`src/gfm_pkg.sv`:
```
package gfm_pkg;
	// ***************************************************************
	// sizes
	// ***************************************************************
	localparam int GFM_PINS = 4;
	localparam int GFM_CLK_OUTS = 8;
	localparam int GFM_ADDR_W = 16;
	localparam int GFM_DATA_W = 8;
	localparam int GFM_CODE_W = 3;

	// ***************************************************************
	// register offsets
	// ***************************************************************
	localparam logic [15:0] GFM_OFS_PIN_DIRECTION = 16'h006E;
	localparam logic [15:0] GFM_OFS_INPUT_FUNCTION_BIT2 = 16'h006F;
	localparam logic [15:0] GFM_OFS_INPUT_FUNCTION_BIT1 = 16'h0070;
	localparam logic [15:0] GFM_OFS_INPUT_FUNCTION_BIT0 = 16'h0071;
	localparam logic [15:0] GFM_OFS_OUTPUT_FUNCTION_BIT2 = 16'h0072;
	localparam logic [15:0] GFM_OFS_OUTPUT_FUNCTION_BIT1 = 16'h0073;
	localparam logic [15:0] GFM_OFS_OUTPUT_FUNCTION_BIT0 = 16'h0074;
	localparam logic [15:0] GFM_OFS_RESERVED_PAD = 16'h0075;
	localparam logic [15:0] GFM_OFS_OUTPUT_VALUE = 16'h0076;
	localparam logic [15:0] GFM_OFS_INPUT_VALUE = 16'h0219;

	// ***************************************************************
	// reset values
	// ***************************************************************
	localparam logic [3:0] GFM_RST_FIELD = 4'h0;
	localparam logic [7:0] GFM_RST_RDATA = 8'h00;

	// ***************************************************************
	// function codes
	// ***************************************************************
	localparam logic [2:0] GFM_IN_GENERAL = 3'h0;
	localparam logic [2:0] GFM_IN_OE_LOW = 3'h1;
	localparam logic [2:0] GFM_IN_OE_HIGH = 3'h2;
	localparam logic [2:0] GFM_IN_CLOCK_SELECT = 3'h5;
	localparam logic [2:0] GFM_OUT_GENERAL = 3'h0;
	localparam logic [2:0] GFM_OUT_FLAG_A = 3'h1;
	localparam logic [2:0] GFM_OUT_FLAG_B = 3'h2;

	// pins that offer the manual clock select, and the PLL each one steers
	localparam int GFM_CSEL_PIN_PLL0 = 2;
	localparam int GFM_CSEL_PIN_PLL1 = 3;
endpackage : gfm_pkg

```
`src/gfm_function_mux.sv`:
```
`timescale 1ns/1ns
// four general-purpose pins with per-pin input and output functions
module gfm_function_mux (
	input wire logic clk_i,
	input wire logic rst_b_i,
	// register port
	input wire logic [gfm_pkg::GFM_ADDR_W-1:0] reg_addr_i,
	input wire logic [gfm_pkg::GFM_DATA_W-1:0] reg_wdata_i,
	input wire logic reg_wr_i,
	input wire logic reg_rd_i,
	output logic [gfm_pkg::GFM_DATA_W-1:0] reg_rdata_o,
	output logic reg_rvalid_o,
	// pins, split into level, drive and active-low enable
	input wire logic [gfm_pkg::GFM_PINS-1:0] gpio_in_i,
	output logic [gfm_pkg::GFM_PINS-1:0] gpio_out_o,
	output logic [gfm_pkg::GFM_PINS-1:0] gpio_oe_b_o,
	// status flags from the PLLs and reference monitors
	input wire logic [1:0] pll_loss_of_lock_i,
	input wire logic [1:0] pll_holdover_i,
	input wire logic [1:0] ref_loss_of_signal_i,
	// enable controls toward the clock output drivers
	output logic [gfm_pkg::GFM_CLK_OUTS-1:0] out_enable_pin_o,
	output logic [gfm_pkg::GFM_CLK_OUTS-1:0] out_enable_pin_active_o,
	// manual clock select toward the PLLs
	output logic [1:0] pll_manual_clock_select_o,
	output logic [1:0] pll_manual_clock_select_active_o
);
	import gfm_pkg::*;

	// ***************************************************************
	// register state
	// ***************************************************************
	logic [3:0] pin_direction_reg;
	logic [3:0] pin_direction_next;
	logic [3:0] in_fn2_reg;
	logic [3:0] in_fn2_next;
	logic [3:0] in_fn1_reg;
	logic [3:0] in_fn1_next;
	logic [3:0] in_fn0_reg;
	logic [3:0] in_fn0_next;
	logic [3:0] out_fn2_reg;
	logic [3:0] out_fn2_next;
	logic [3:0] out_fn1_reg;
	logic [3:0] out_fn1_next;
	logic [3:0] out_fn0_reg;
	logic [3:0] out_fn0_next;
	logic [3:0] output_value_reg;
	logic [3:0] output_value_next;
	logic [3:0] input_value_reg;
	logic [3:0] input_value_next;
	logic [7:0] rdata_reg;
	logic [7:0] rdata_next;
	logic rvalid_reg;
	logic rvalid_next;

	// pin-facing state
	logic [3:0] pin_out_reg;
	logic [3:0] pin_out_next;
	logic [3:0] pin_oe_b_reg;
	logic [3:0] pin_oe_b_next;
	logic [7:0] oe_level_reg;
	logic [7:0] oe_level_next;
	logic [7:0] oe_active_reg;
	logic [7:0] oe_active_next;
	logic [1:0] csel_reg;
	logic [1:0] csel_next;
	logic [1:0] csel_active_reg;
	logic [1:0] csel_active_next;

	logic [3:0] pin_sync;
	logic [3:0] flag_a;
	logic [3:0] flag_b;
	logic [3:0] is_input;
	logic [2:0] in_code [GFM_PINS];
	logic [2:0] out_code [GFM_PINS];

	// ***************************************************************
	// synchroniser
	// ***************************************************************
	gfm_sync gfm_sync_inst (
		.clk_i(clk_i),
		.rst_b_i(rst_b_i),
		.d_i(gpio_in_i),
		.q_o(pin_sync)
	);

	// ***************************************************************
	// register port
	// ***************************************************************
	// writes keep only the low four bits; reserved bits are not stored
	always_comb begin
		pin_direction_next = pin_direction_reg;
		in_fn2_next = in_fn2_reg;
		in_fn1_next = in_fn1_reg;
		in_fn0_next = in_fn0_reg;
		out_fn2_next = out_fn2_reg;
		out_fn1_next = out_fn1_reg;
		out_fn0_next = out_fn0_reg;
		output_value_next = output_value_reg;
		if (reg_wr_i) begin
			unique case (reg_addr_i)
				GFM_OFS_PIN_DIRECTION: pin_direction_next = reg_wdata_i[3:0];
				GFM_OFS_INPUT_FUNCTION_BIT2: in_fn2_next = reg_wdata_i[3:0];
				GFM_OFS_INPUT_FUNCTION_BIT1: in_fn1_next = reg_wdata_i[3:0];
				GFM_OFS_INPUT_FUNCTION_BIT0: in_fn0_next = reg_wdata_i[3:0];
				GFM_OFS_OUTPUT_FUNCTION_BIT2: out_fn2_next = reg_wdata_i[3:0];
				GFM_OFS_OUTPUT_FUNCTION_BIT1: out_fn1_next = reg_wdata_i[3:0];
				GFM_OFS_OUTPUT_FUNCTION_BIT0: out_fn0_next = reg_wdata_i[3:0];
				GFM_OFS_OUTPUT_VALUE: output_value_next = reg_wdata_i[3:0];
				default: ; // unmapped, reserved pad and the read-only input value
			endcase
		end
		rvalid_next = reg_rd_i;
		rdata_next = GFM_RST_RDATA;
		if (reg_rd_i) begin
			unique case (reg_addr_i)
				GFM_OFS_PIN_DIRECTION: rdata_next = {4'h0, pin_direction_reg};
				GFM_OFS_INPUT_FUNCTION_BIT2: rdata_next = {4'h0, in_fn2_reg};
				GFM_OFS_INPUT_FUNCTION_BIT1: rdata_next = {4'h0, in_fn1_reg};
				GFM_OFS_INPUT_FUNCTION_BIT0: rdata_next = {4'h0, in_fn0_reg};
				GFM_OFS_OUTPUT_FUNCTION_BIT2: rdata_next = {4'h0, out_fn2_reg};
				GFM_OFS_OUTPUT_FUNCTION_BIT1: rdata_next = {4'h0, out_fn1_reg};
				GFM_OFS_OUTPUT_FUNCTION_BIT0: rdata_next = {4'h0, out_fn0_reg};
				GFM_OFS_OUTPUT_VALUE: rdata_next = {4'h0, output_value_reg};
				GFM_OFS_INPUT_VALUE: rdata_next = {4'h0, input_value_reg};
				default: rdata_next = GFM_RST_RDATA;
			endcase
		end
	end

	// ***************************************************************
	// per-pin decode
	// ***************************************************************
	// flag_a answers code 001, flag_b code 010, indexed by pin
	assign flag_a = {pll_loss_of_lock_i[1], ref_loss_of_signal_i[0], pll_holdover_i[0],
		pll_loss_of_lock_i[0]};
	assign flag_b = {ref_loss_of_signal_i[1], ref_loss_of_signal_i[1], pll_holdover_i[1],
		pll_loss_of_lock_i[1]};

	genvar g;
	generate
		for (g = 0; g < GFM_PINS; g++) begin : g_pin
			assign is_input[g] = ~pin_direction_reg[g];
			assign in_code[g] = {in_fn2_reg[g], in_fn1_reg[g], in_fn0_reg[g]};
			assign out_code[g] = {out_fn2_reg[g], out_fn1_reg[g], out_fn0_reg[g]};
			// reserved codes leave the pin low or the control inactive
			always_comb begin
				pin_oe_b_next[g] = is_input[g];
				pin_out_next[g] = 1'b0;
				if (!is_input[g]) begin
					unique case (out_code[g])
						GFM_OUT_GENERAL: pin_out_next[g] = output_value_reg[g];
						GFM_OUT_FLAG_A: pin_out_next[g] = flag_a[g];
						GFM_OUT_FLAG_B: pin_out_next[g] = flag_b[g];
						default: pin_out_next[g] = 1'b0;
					endcase
				end
				// input value clears while the pin is not a general input
				input_value_next[g] = is_input[g] && (in_code[g] == GFM_IN_GENERAL)
					&& pin_sync[g];
				oe_active_next[g] = is_input[g] && (in_code[g] == GFM_IN_OE_LOW);
				oe_active_next[g + 4] = is_input[g] && (in_code[g] == GFM_IN_OE_HIGH);
				oe_level_next[g] = oe_active_next[g] && pin_sync[g];
				oe_level_next[g + 4] = oe_active_next[g + 4] && pin_sync[g];
			end
		end
	endgenerate

	// manual clock select only exists on pins 2 and 3
	always_comb begin
		csel_active_next[0] = is_input[GFM_CSEL_PIN_PLL0]
			&& (in_code[GFM_CSEL_PIN_PLL0] == GFM_IN_CLOCK_SELECT);
		csel_active_next[1] = is_input[GFM_CSEL_PIN_PLL1]
			&& (in_code[GFM_CSEL_PIN_PLL1] == GFM_IN_CLOCK_SELECT);
		csel_next[0] = csel_active_next[0] && pin_sync[GFM_CSEL_PIN_PLL0];
		csel_next[1] = csel_active_next[1] && pin_sync[GFM_CSEL_PIN_PLL1];
	end

	// ***************************************************************
	// registers
	// ***************************************************************
	always_ff @(posedge clk_i or negedge rst_b_i) begin
		if (!rst_b_i) begin
			pin_direction_reg <= GFM_RST_FIELD;
			in_fn2_reg <= GFM_RST_FIELD;
			in_fn1_reg <= GFM_RST_FIELD;
			in_fn0_reg <= GFM_RST_FIELD;
			out_fn2_reg <= GFM_RST_FIELD;
			out_fn1_reg <= GFM_RST_FIELD;
			out_fn0_reg <= GFM_RST_FIELD;
			output_value_reg <= GFM_RST_FIELD;
			input_value_reg <= GFM_RST_FIELD;
			rdata_reg <= GFM_RST_RDATA;
			rvalid_reg <= 1'b0;
			pin_out_reg <= 4'h0;
			pin_oe_b_reg <= 4'hF;
			oe_level_reg <= 8'h00;
			oe_active_reg <= 8'h00;
			csel_reg <= 2'h0;
			csel_active_reg <= 2'h0;
		end else begin
			pin_direction_reg <= pin_direction_next;
			in_fn2_reg <= in_fn2_next;
			in_fn1_reg <= in_fn1_next;
			in_fn0_reg <= in_fn0_next;
			out_fn2_reg <= out_fn2_next;
			out_fn1_reg <= out_fn1_next;
			out_fn0_reg <= out_fn0_next;
			output_value_reg <= output_value_next;
			input_value_reg <= input_value_next;
			rdata_reg <= rdata_next;
			rvalid_reg <= rvalid_next;
			pin_out_reg <= pin_out_next;
			pin_oe_b_reg <= pin_oe_b_next;
			oe_level_reg <= oe_level_next;
			oe_active_reg <= oe_active_next;
			csel_reg <= csel_next;
			csel_active_reg <= csel_active_next;
		end
	end

	// every output straight from a flop
	assign reg_rdata_o = rdata_reg;
	assign reg_rvalid_o = rvalid_reg;
	assign gpio_out_o = pin_out_reg;
	assign gpio_oe_b_o = pin_oe_b_reg;
	assign out_enable_pin_o = oe_level_reg;
	assign out_enable_pin_active_o = oe_active_reg;
	assign pll_manual_clock_select_o = csel_reg;
	assign pll_manual_clock_select_active_o = csel_active_reg;
endmodule : gfm_function_mux

```
`src/gfm_sync.sv`:
```
`timescale 1ns/1ns
// two-stage synchroniser, one stage pair per bit
module gfm_sync (
	input wire logic clk_i,
	input wire logic rst_b_i,
	input wire logic [gfm_pkg::GFM_PINS-1:0] d_i,
	output logic [gfm_pkg::GFM_PINS-1:0] q_o
);
	import gfm_pkg::*;

	// ***************************************************************
	// stages
	// ***************************************************************
	genvar g;
	generate
		for (g = 0; g < GFM_PINS; g++) begin : g_bit
			logic meta_reg;
			logic meta_next;
			logic sync_reg;
			logic sync_next;
			// first stage is read only by the second, to keep metastability contained
			always_comb begin
				meta_next = d_i[g];
				sync_next = meta_reg;
			end
			always_ff @(posedge clk_i or negedge rst_b_i) begin
				if (!rst_b_i) begin
					meta_reg <= 1'b0;
					sync_reg <= 1'b0;
				end else begin
					meta_reg <= meta_next;
					sync_reg <= sync_next;
				end
			end
			assign q_o[g] = sync_reg;
		end
	endgenerate
endmodule : gfm_sync

```
`config.mk`:
```
export PLATFORM = sky130hd
export DESIGN_NAME = gfm_function_mux
export DESIGN_NICKNAME = d
export VERILOG_FILES = /design/src/gfm_pkg.sv /design/src/gfm_function_mux.sv /design/src/gfm_sync.sv
export SDC_FILE = /design/constraint.sdc
export NUM_CORES = 1
export LEC_CHECK = 0
export ABC_AREA = 1
export BUFFER_PORTS_ARGS = -buffer_cell sky130_fd_sc_hd__buf_4
export CAP_MARGIN = 0
export CORE_MARGIN = 2
export CORE_UTILIZATION = 40
export DETAILED_ROUTE_END_ITERATION = 8
export GPL_TIMING_DRIVEN = 0
export PLACE_DENSITY = 0.73
export SLEW_MARGIN = 0
export SYNTH_ARGS = -nofsm -noshare
export SYNTH_HDL_FRONTEND = slang
export SYNTH_SLANG_ARGS = --single-unit
```
`constraint.sdc`:
```
create_clock -name clk_i -period 2.14 [get_ports clk_i]
set_clock_uncertainty 0.2 [all_clocks]
set_input_delay 0.107 -clock clk_i [delete_from_list [all_inputs] [get_ports clk_i]]
set_output_delay 0.107 -clock clk_i [all_outputs]
set_load 0.01 [all_outputs]
```
==> out/summary.txt, run 1 <==
Width of the die - 96.11 µm
Post-CTS setup buffers - 0
Slowest stage cell, crit path - dlygate4sd3_1
Hpwl dp - 5.884 mm
Fin Setup TNS - 0 ps
Synth warnings - 0
Kind of end point of the critical path - flip-flop
Static leakage - 2.129 nW
Worst hold slack - 135.8 ps
CTS tree - built
ANT nets after route - 0
Setup slack, reg-to-reg - 430 ps
Worst path cell trace - inv_1, nor2_1, o21ai_0, a311oi_1, dlygate4sd3_1
Min-Delay Path Depth - 6
Crit path DAT - 1820 ps
Max clock buf depth - 2
R2R depth - 5
Clk sink count - 77
CP startpoint kind - flip-flop
WL/cell - 14.35 µm
RSZ-0062 raised after global routing - false
Area Growth Syn to Fin - 29.68%
Core region area - 8217 µm²
Die Y - 96.11 µm
Vias - 2,921
Vias/cell - 4.959
H-Tree Depth - 3
Status - complete, no violations
Max transition margin - 39.06%
# setup viols final - 0
Initial Util - 41.30%
Vias in the first global route - 2,687
Port buffer count - 66
Die ar. - 9236 µm²
Setup WS post-layout - 425.2 ps
DRT Wirelength - 8.453 mm
Antenna cells - 0
Clock slew at reported path FFs - 80 ps
Initial DRT Pass Iterations - 5
Num CTS Buffers - 9
PwrDens - 617.0 nW/µm²
CP max FO - 5
Post-CTS sizing - 0
Remaining Overflow, GRT - 0
Drt drc - 0
Initial DRC count - 296
Synth unique cells - 28
Routability cong. - 0.9179
Worst-margin pin slew - 914.0 ps
Crit path time final - 1715 ps
CP max stage delay - 580 ps
Worst Hold Endpoint - reg_rdata_o[2]
Register bit total from synthesis - 77
Floorplan row count - 33
Share of layout cells above drive strength 1 - 24.17%
CTS Root Cell - clkbuf_8
FF-to-FF Start - pin_direction_reg[2]
Fmax - 0.5832 GHz
Final hold violation count - 0
R2R Path End - gpio_out_o[2]
Hold_buf cts - 18
Critical path class - flip-flop to flip-flop
Dpl ws - 382.6 ps
Total power - 0.002715 W
Max Slew Vio Count - 0
Worst min path class - primary input to flip-flop
CP startpoint - pin_direction_reg[2]
Post-Synthesis Cells - 382
CP required - 2240 ps
Clk Latency, worst-skew pair - 360 ps
Core Util, Final - 53.56%
Synthesized area per cell - 8.883 µm²
Hold wc startpoint - reg_addr_i[1]
First-pass GRT wire length - 13.08 mm
Final worst-path cycle share - 80.13%
Layout Nets - 518
Initial antenna violation count - 0
Worst IR Drop VDD - 0.0003338 V
Largest net degree at the start of global routing - 78
Max_cap viols - 0
Synthesized area - 3393 µm²
Top-level I/O count - 75
Post-synthesis sequential area ratio - 56.93%
Total GRT Usage - 19.12%
[how the worst max path moves through the flow]
stage                                      end  slack, ps  depth (start not counted)
final                            gpio_out_o[2]        430                          5
after global placement    pin_direction_reg[0]        360                          8
after detailed placement  pin_direction_reg[2]        380                          8
after global routing             gpio_out_o[2]        330                          5
after CTS                        gpio_out_o[2]        420                          5
after floorplan                  gpio_out_o[3]        840                          3
[synth_stat cells]
library cell,number,area (µm²)
a2111oi_0,1,8.760
a211oi_1,1,7.510
a21oi_1,2,10.01
a311oi_1,2,17.52
buf_4,6,45.04
buf_6,1,11.26
clkinv_1,1,3.750
conb_1,1,3.750
dfrtp_1,73,1827
dfstp_2,4,105.1
inv_1,46,172.7
inv_2,2,7.510
nand2_1,73,274.0
nand2_2,5,31.28
nand3_1,30,150.1
nand3_2,1,10.01
nand4_1,8,50.05
nor2_1,47,176.4
nor2_2,5,31.28
nor2_4,9,101.4
nor3_1,13,65.06
nor3_2,1,10.01
nor4_1,13,81.33
o211ai_1,1,7.510
o21a_1,1,7.510
o21ai_0,32,160.2
o21ai_1,1,5.000
or2_2,2,12.51
[placed cells by master (no fill, tap or decap), types with 2 or more instances in the layout]
cell,n
a21oi_1,2
a311oi_1,2
buf_4,72
clkbuf_8,9
clkinv_2,2
clkinv_4,2
conb_1,4
dfrtp_1,73
dfstp_2,4
dlygate4sd3_1,18
inv_1,46
inv_2,2
nand2_1,73
nand2_2,5
nand3_1,30
nand4_1,8
nor2_1,47
nor2_2,5
nor2_4,9
nor3_1,13
nor4_1,13
o21ai_0,32
or2_2,2
[metrics by stage]
step | cell area [µm²] | std cells
final | 4400 | 589
after global routing | 4400 | 589
after CTS | 4400 | 589
after detailed placement | 4031 | 556
after global placement | 4031 | 556
after floorplan | 3405 | 385
[final cells by class]
type	instances	area (µm²)
well taps	105	131.4
clock inverters	6	65.06
multi-input cells	252	1232
flip-flops and latches	77	1932
clock buffers	9	123.9
fillers	757	3816
repair buffers	84	675.6
inverters	49	183.9
plain buffers	7	56.30
[cells by family (layout without fill, tap and decap cells)]
group	Yosys count	in the layout	synth area share [%]
flops	77	77	56.93
other cells	1	4	0.1105
compound gates	41	41	6.600
buf+inv	56	155	7.080
simple gates	207	207	29.28
[layer usage]
layer / routed length, µm / track usage (%) / share of wire, % / vias to the layer above
met3: 615 / 2.506 / 7.3 / 18
met4: 222 / 9.167 / 2.6 / 0
met1: 3628 / 26.35 / 43 / 1358
met5: 0 / 0 / 0 / -
li1: - / - / - / 1431
met2: 3987 / 29.86 / 47 / 114
[power breakdown]
part           internal, W  switching (W)  total [W]
registers          0.00147     0.00000381    0.00147
clock network     0.000531       0.000530    0.00106
logic            0.0000835       0.000100   0.000184
total              0.00208       0.000634    0.00272
[critical path: cells and delay by family (launching register included)]
| kind | cells | cell delay [ps] |
|---|---|---|
| buf+inv | 2 | 670 |
| flops | 1 | 420 |
| simple gates | 1 | 90 |
| compound gates | 2 | 280 |
(Power assumes the default switching activity.)
==> run 2, diff against run 1 <==
Clock period 2.14 ns to 1.8 ns, I/O delays scaled along.
==> out/summary.txt, run 2 (same netlist as run 1, synthesis figures left out) <==
Top-level I/O count - 75 (unchanged)
Die ar. - 9236 µm² (unchanged)
CP delay by family, top - buffers and inverters
Floorplan row count - 33 (unchanged)
Final instance area - 4408 µm² (+0.17%)
# setup viols final - 0 (unchanged)
Die Y - 96.11 µm (unchanged)
Fin Setup TNS - 0 ps (unchanged)
Layout Nets - 519 (+0.19%)
Largest net degree at the start of global routing - 78 (unchanged)
Max transition margin - 38.36% (-0.71 points)
H-Tree Depth - 3 (unchanged)
Placed cell areas - 4031 µm² (unchanged)
Antenna cells - 0 (unchanged)
Crit path DAT - 1730 ps (-90 ps)
Hpwl dp - 5.884 mm (unchanged)
Initial DRT Pass Iterations - 6 (+1)
CP Depth - 4 (-1)
Max_cap viols - 0 (unchanged)
Initial antenna violation count - 0 (unchanged)
Drt drc - 0 (unchanged)
Setup WS post-layout - 163.6 ps (-261.6 ps)
Width of the die - 96.11 µm (unchanged)
Remaining Overflow, GRT - 0 (unchanged)
Area Growth Syn to Fin - 29.90%
Vias - 2,938 (+0.58%)
Register area - 1932 µm² (unchanged)
Initial Util - 41.30% (unchanged)
Worst-margin pin slew - 924.6 ps (+10.58 ps)
Area occupied by multi-input gates - 1232 µm² (unchanged)
Max Slew Vio Count - 0 (unchanged)
Dpl ws - 59.60 ps (-323.0 ps)
Fill count - 757 (unchanged)
Core region area - 8217 µm² (unchanged)
First-pass GRT wire length - 13.08 mm (unchanged)
Routability cong. - 0.9179 (unchanged)
PwrDens - 730.5 nW/µm² (+18%)
Clk sink count - 77 (unchanged)
Port buffer count - 66 (unchanged)
CP startpoint kind - flip-flop
Worst IR Drop VDD - 0.0003963 V (+19%)
CTS tree - built
Share of layout cells above drive strength 1 - 24.33% (+0.16 points)
WP buf/inv - 2 (unchanged)
Post-CTS sizing - 0 (unchanged)
Final hold violation count - 0 (unchanged)
Clk Latency, worst-skew pair - 350 ps (about the same)
RSZ-0062 raised after global routing - false
Kind of end point of the critical path - flip-flop
Static leakage - 2.133 nW (+0.20%)
CP max FO - 4 (-1)
ANT nets after route - 0 (unchanged)
Worst path cell trace - inv_1, a21oi_1, a311oi_1, dlygate4sd3_1
Crit path time final - 1636 ps (-78.37 ps)
Min-Delay Path Depth - 6 (unchanged)
Vias in the first global route - 2,687 (unchanged)
Total GRT Usage - 19.12% (unchanged)
Critical path class - flip-flop to flip-flop
Final worst-path cycle share - 90.91% (+11 points)
Clock slew at reported path FFs - 80 ps (about the same)
Num CTS Buffers - 9 (unchanged)
Most frequent cells in the layout - nand2_1, buf_4, dfrtp_1, nor2_1, inv_1
Fmax - 0.6111 GHz (+4.8%)
R2R depth - 4 (-1)
Slowest stage cell, crit path - dlygate4sd3_1
WL/cell - 14.27 µm (-0.54%)
CP max stage delay - 580 ps (about the same)
Status - complete, no violations
CP required - 1900 ps (-340 ps)
CTS Root Cell - clkbuf_8
Max clock buf depth - 2 (unchanged)
Initial DRC count - 232 (-22%)
Worst min path class - primary input to flip-flop
DRT Wirelength - 8.422 mm (-0.37%)
Worst hold slack - 121.7 ps (-14.08 ps)
Vias/cell - 4.980 (+0.41%)
## run 2: changes by cell type in the layout (fill, tap and decap cells not counted)
| cell | previous run | this run |
|---|---|---|
| buf_4 | 72 | 73 |
## run 2: cell type report
class | instances | area share, %
Buffer | 7 | 1.277
Clock buffer | 9 | 2.810
Clock inverter | 6 | 1.476
Inverter | 49 | 4.173
Multi-Input combinational cell | 252 | 27.96
Sequential cell | 77 | 43.83
Tap cell | 105 | 2.980
Timing Repair Buffer | 85 | 15.50
## run 2: worst paths after layout
check                                                   to  slack, ps                             from
max                                          gpio_out_o[2]        160                   out_fn1_reg[2]
min                                         reg_rdata_o[2]        120                    reg_addr_i[1]
max reg2reg                                  gpio_out_o[2]        160                   out_fn1_reg[2]
min reg2reg                gfm_sync_inst.g_bit[0].sync_reg        150  gfm_sync_inst.g_bit[0].meta_reg
max in group asynchronous              out_enable_pin_o[4]        580                          rst_b_i
min in group asynchronous  gfm_sync_inst.g_bit[3].sync_reg        180                          rst_b_i
## run 2: per-stage QoR
step,utilization (%),total power [W],cells
floorplan,-,0.001844,385
global placement,49.06,0.001967,556
detailed placement,49.06,0.001972,556
CTS,53.56,0.003241,589
global route,53.65,0.003347,590
finish,53.65,0.003220,590
## run 2: what timing repair did
action,in CTS,in global routing
hold buffers,18,0
setup endpoints to repair,0,1
endpoints found under the hold margin,118,0
setup buffers,0,1
## run 2: per-layer routing
layer  global-route usage (%)  wire length, µm  up-vias  share of wire (%)
li1                         -                -     1432                  -
met1                    26.35             3566     1363                 42
met2                    29.86             3984      127                 47
met3                    2.506              668       16                7.9
met4                    9.167              203        0                2.4
met5                        0                0        -                  0
## run 2: power by group
part	switching (W)	internal, W
combinational	0.000118	0.0000993
sequential	0.00000450	0.00174
clock	0.000622	0.000631
## run 2: worst min-delay path: stages
cell and delay, ps:
buf_4 130, nor2_2 70, nand4_1 80, nand3_1 80, nor2_1 130, nor2_1 60
==> run 3, diff against run 2 <==
Settings changed: CELL_PAD_IN_SITES_DETAIL_PLACEMENT set to 1, CELL_PAD_IN_SITES_GLOBAL_PLACEMENT set to 2, CORE_UTILIZATION 40 to 32, PLACE_DENSITY 0.73 to 0.9.
==> out/summary.txt, run 3 (same netlist as run 1, synthesis figures left out) <==
Status - complete, no violations
Crit path time final - 1707 ps (+70.72 ps)
Slowest stage cell, crit path - dlygate4sd3_1
RSZ-0062 raised after global routing - false
Hpwl dp - 6.915 mm (+18%)
Routability cong. - 0.8688 (-5.3%)
Kind of end point of the critical path - flip-flop
Top-level I/O count - 75 (unchanged)
WP buf/inv - 2 (unchanged)
Initial antenna violation count - 0 (unchanged)
CTS Root Cell - clkbuf_8
Min-Delay Path Depth - 4 (-2)
Clk sink count - 77 (unchanged)
Total GRT Usage - 17.89% (-1.2 points)
Psw - 0.0007412 W (-0.57%)
Antenna cells - 0 (unchanged)
Floorplan row count - 37 (+12%)
Static leakage - 2.157 nW (+1.1%)
Vias - 3,004 (+2.2%)
Combinational fraction of design power - 6.5% (-0.3 points)
WL/cell - 15.66 µm (+9.7%)
Die ar. - 11,440 µm² (+24%)
Switching portion of total power - 21.56% (-1.6 points)
Die Y - 107.0 µm (+11%)
Most common cell after layout, fill and taps aside - buf_4
CP max stage delay - 590 ps (about the same)
R2R Path End - gpio_out_o[0]
Fmax - 0.5858 GHz (-4.1%)
Initial Util - 32.87% (-8.4 points)
R2R depth - 5 (+1)
Area Growth Syn to Fin - 32.37%
FF-to-FF Start - pin_direction_reg[0]
Internal power - 0.002696 W (+9.0%)
Final worst-path cycle share - 94.84% (+3.9 points)
Worst-margin pin slew - 958.0 ps (+33.36 ps)
Max clock buf depth - 2 (unchanged)
Num CTS Buffers - 9 (unchanged)
Dpl ws - -55.10 ps (-114.7 ps)
Core region area - 10,320 µm² (+26%)
Most frequent cells in the layout - buf_4, nand2_1, dfrtp_1, nor2_1, inv_1
Fin Setup TNS - 0 ps (unchanged)
CP delay by family, top - buffers and inverters
Hold wc startpoint - reg_addr_i[1]
Total power - 0.003437 W (+6.7%)
Share of layout cells above drive strength 1 - 24.64% (+0.31 points)
Clk network pwr share - 42.6% (+3.7 points)
Port buffer count - 66 (unchanged)
Initial DRT Pass Iterations - 4 (-2)
Clock slew at reported path FFs - 80 ps (about the same)
Inst Count DP - 587 (+5.6%)
Vias in the first global route - 3,137 (+17%)
CP required - 1890 ps (about the same)
Max transition margin - 36.14% (-2.2 points)
Layout Nets - 520 (+0.19%)
CP max FO - 5 (+1)
Worst min path class - primary input to flip-flop
Remaining Overflow, GRT - 0 (unchanged)
DRT Wirelength - 9.759 mm (+16%)
ANT nets after route - 0 (unchanged)
Setup WS post-layout - 92.87 ps (-70.72 ps)
Worst IR Drop VDD - 0.0003191 V (-19%)
CTS tree - built
Vias/cell - 4.822 (-3.2%)
Max Slew Vio Count - 0 (unchanged)
Worst path cell trace - inv_1, nor2_1, o21ai_0, a311oi_1, dlygate4sd3_1
Worst Hold Endpoint - out_fn0_reg[2]
Non-Filler Instances - 623 (+5.6%)
Clk Latency, worst-skew pair - 350 ps (about the same)
PwrDens - 765.3 nW/µm² (+4.8%)
Drt drc - 0 (unchanged)
Largest net degree at the start of global routing - 78 (unchanged)
CP startpoint kind - flip-flop
Part of the power in registers - 50.9% (-3.4 points)
H-Tree Depth - 3 (unchanged)
Crit path DAT - 1800 ps (+70 ps)
Final hold violation count - 0 (unchanged)
Setup slack, reg-to-reg - 90 ps (-70 ps)
Max_cap viols - 0 (unchanged)
First-pass GRT wire length - 15.78 mm (+21%)
# setup viols final - 0 (unchanged)
Critical path class - flip-flop to flip-flop
Width of the die - 107.0 µm (+11%)
Initial DRC count - 127 (-45%)
-- run 3: power groups by stage --
stage	clock, W	combinational (W)	sequential, W
2_1_floorplan	0	0.0000590	0.00179
3_3_place_gp	0	0.000188	0.00178
3_5_place_dp	0	0.000195	0.00178
4_1_cts	0.00150	0.000228	0.00175
5_1_grt	0.00158	0.000248	0.00175
6_report	0.00147	0.000223	0.00175
-- run 3: metal layers --
layer  GRT usage [%]  share of wire (%)
met4           6.215                2.2
met3           3.465                4.9
met1           23.45                 44
met2           29.62                 49
met5               0                  0
-- run 3: repair_timing --
action                     4_1_cts  5_1_grt
setup endpoints to repair        0        1
hold endpoints to repair       118        0
buffers inserted                 0        2
hold buffers                    19        0
resized for setup                0        1
-- run 3: area by class of cell --
type	count	area (µm²)
tap	136	170.2
inverter	49	183.9
clock inverter	4	70.07
sequential	77	1933
timing repair buffer	86	690.7
fill	1224	5832
buffer	7	56.30
multi-input combinational	252	1232
clock buffer	12	155.1
-- run 3: worst max path at each step --
| stage | from | end | slack [ps] | cells after the start |
|---|---|---|---|---|
| global route | out_fn1_reg[0] | gpio_out_o[0] | 20 | 4 |
| global placement | reg_addr_i[11] | pin_direction_reg[2] | -20 | 8 |
| finish | pin_direction_reg[0] | gpio_out_o[0] | 90 | 5 |
| detailed placement | reg_addr_i[11] | pin_direction_reg[1] | -60 | 8 |
| floorplan | pin_direction_reg[3] | gpio_out_o[3] | 500 | 3 |
| CTS | pin_direction_reg[2] | gpio_out_o[2] | 90 | 5 |
-- run 3: worst register-to-register path, delay by kind of cell (launching register included) --
kind	cells	cell delay, ps
AND/OR/NAND/NOR	1	120
AO/OA/AOI/OAI	2	320
buffers and inverters	2	680
flip-flops	1	340
-- run 3: stage by stage --
step	utilization [%]	cell area (µm²)	hold WS, ps
4_1_cts	43.45	4486	129.6
5_1_grt	43.51	4492	170.4
2_1_floorplan	-	3405	-405.6
3_5_place_dp	39.43	4070	0.6404
6_report	43.51	4492	151.1
3_3_place_gp	39.43	4070	-0.7187
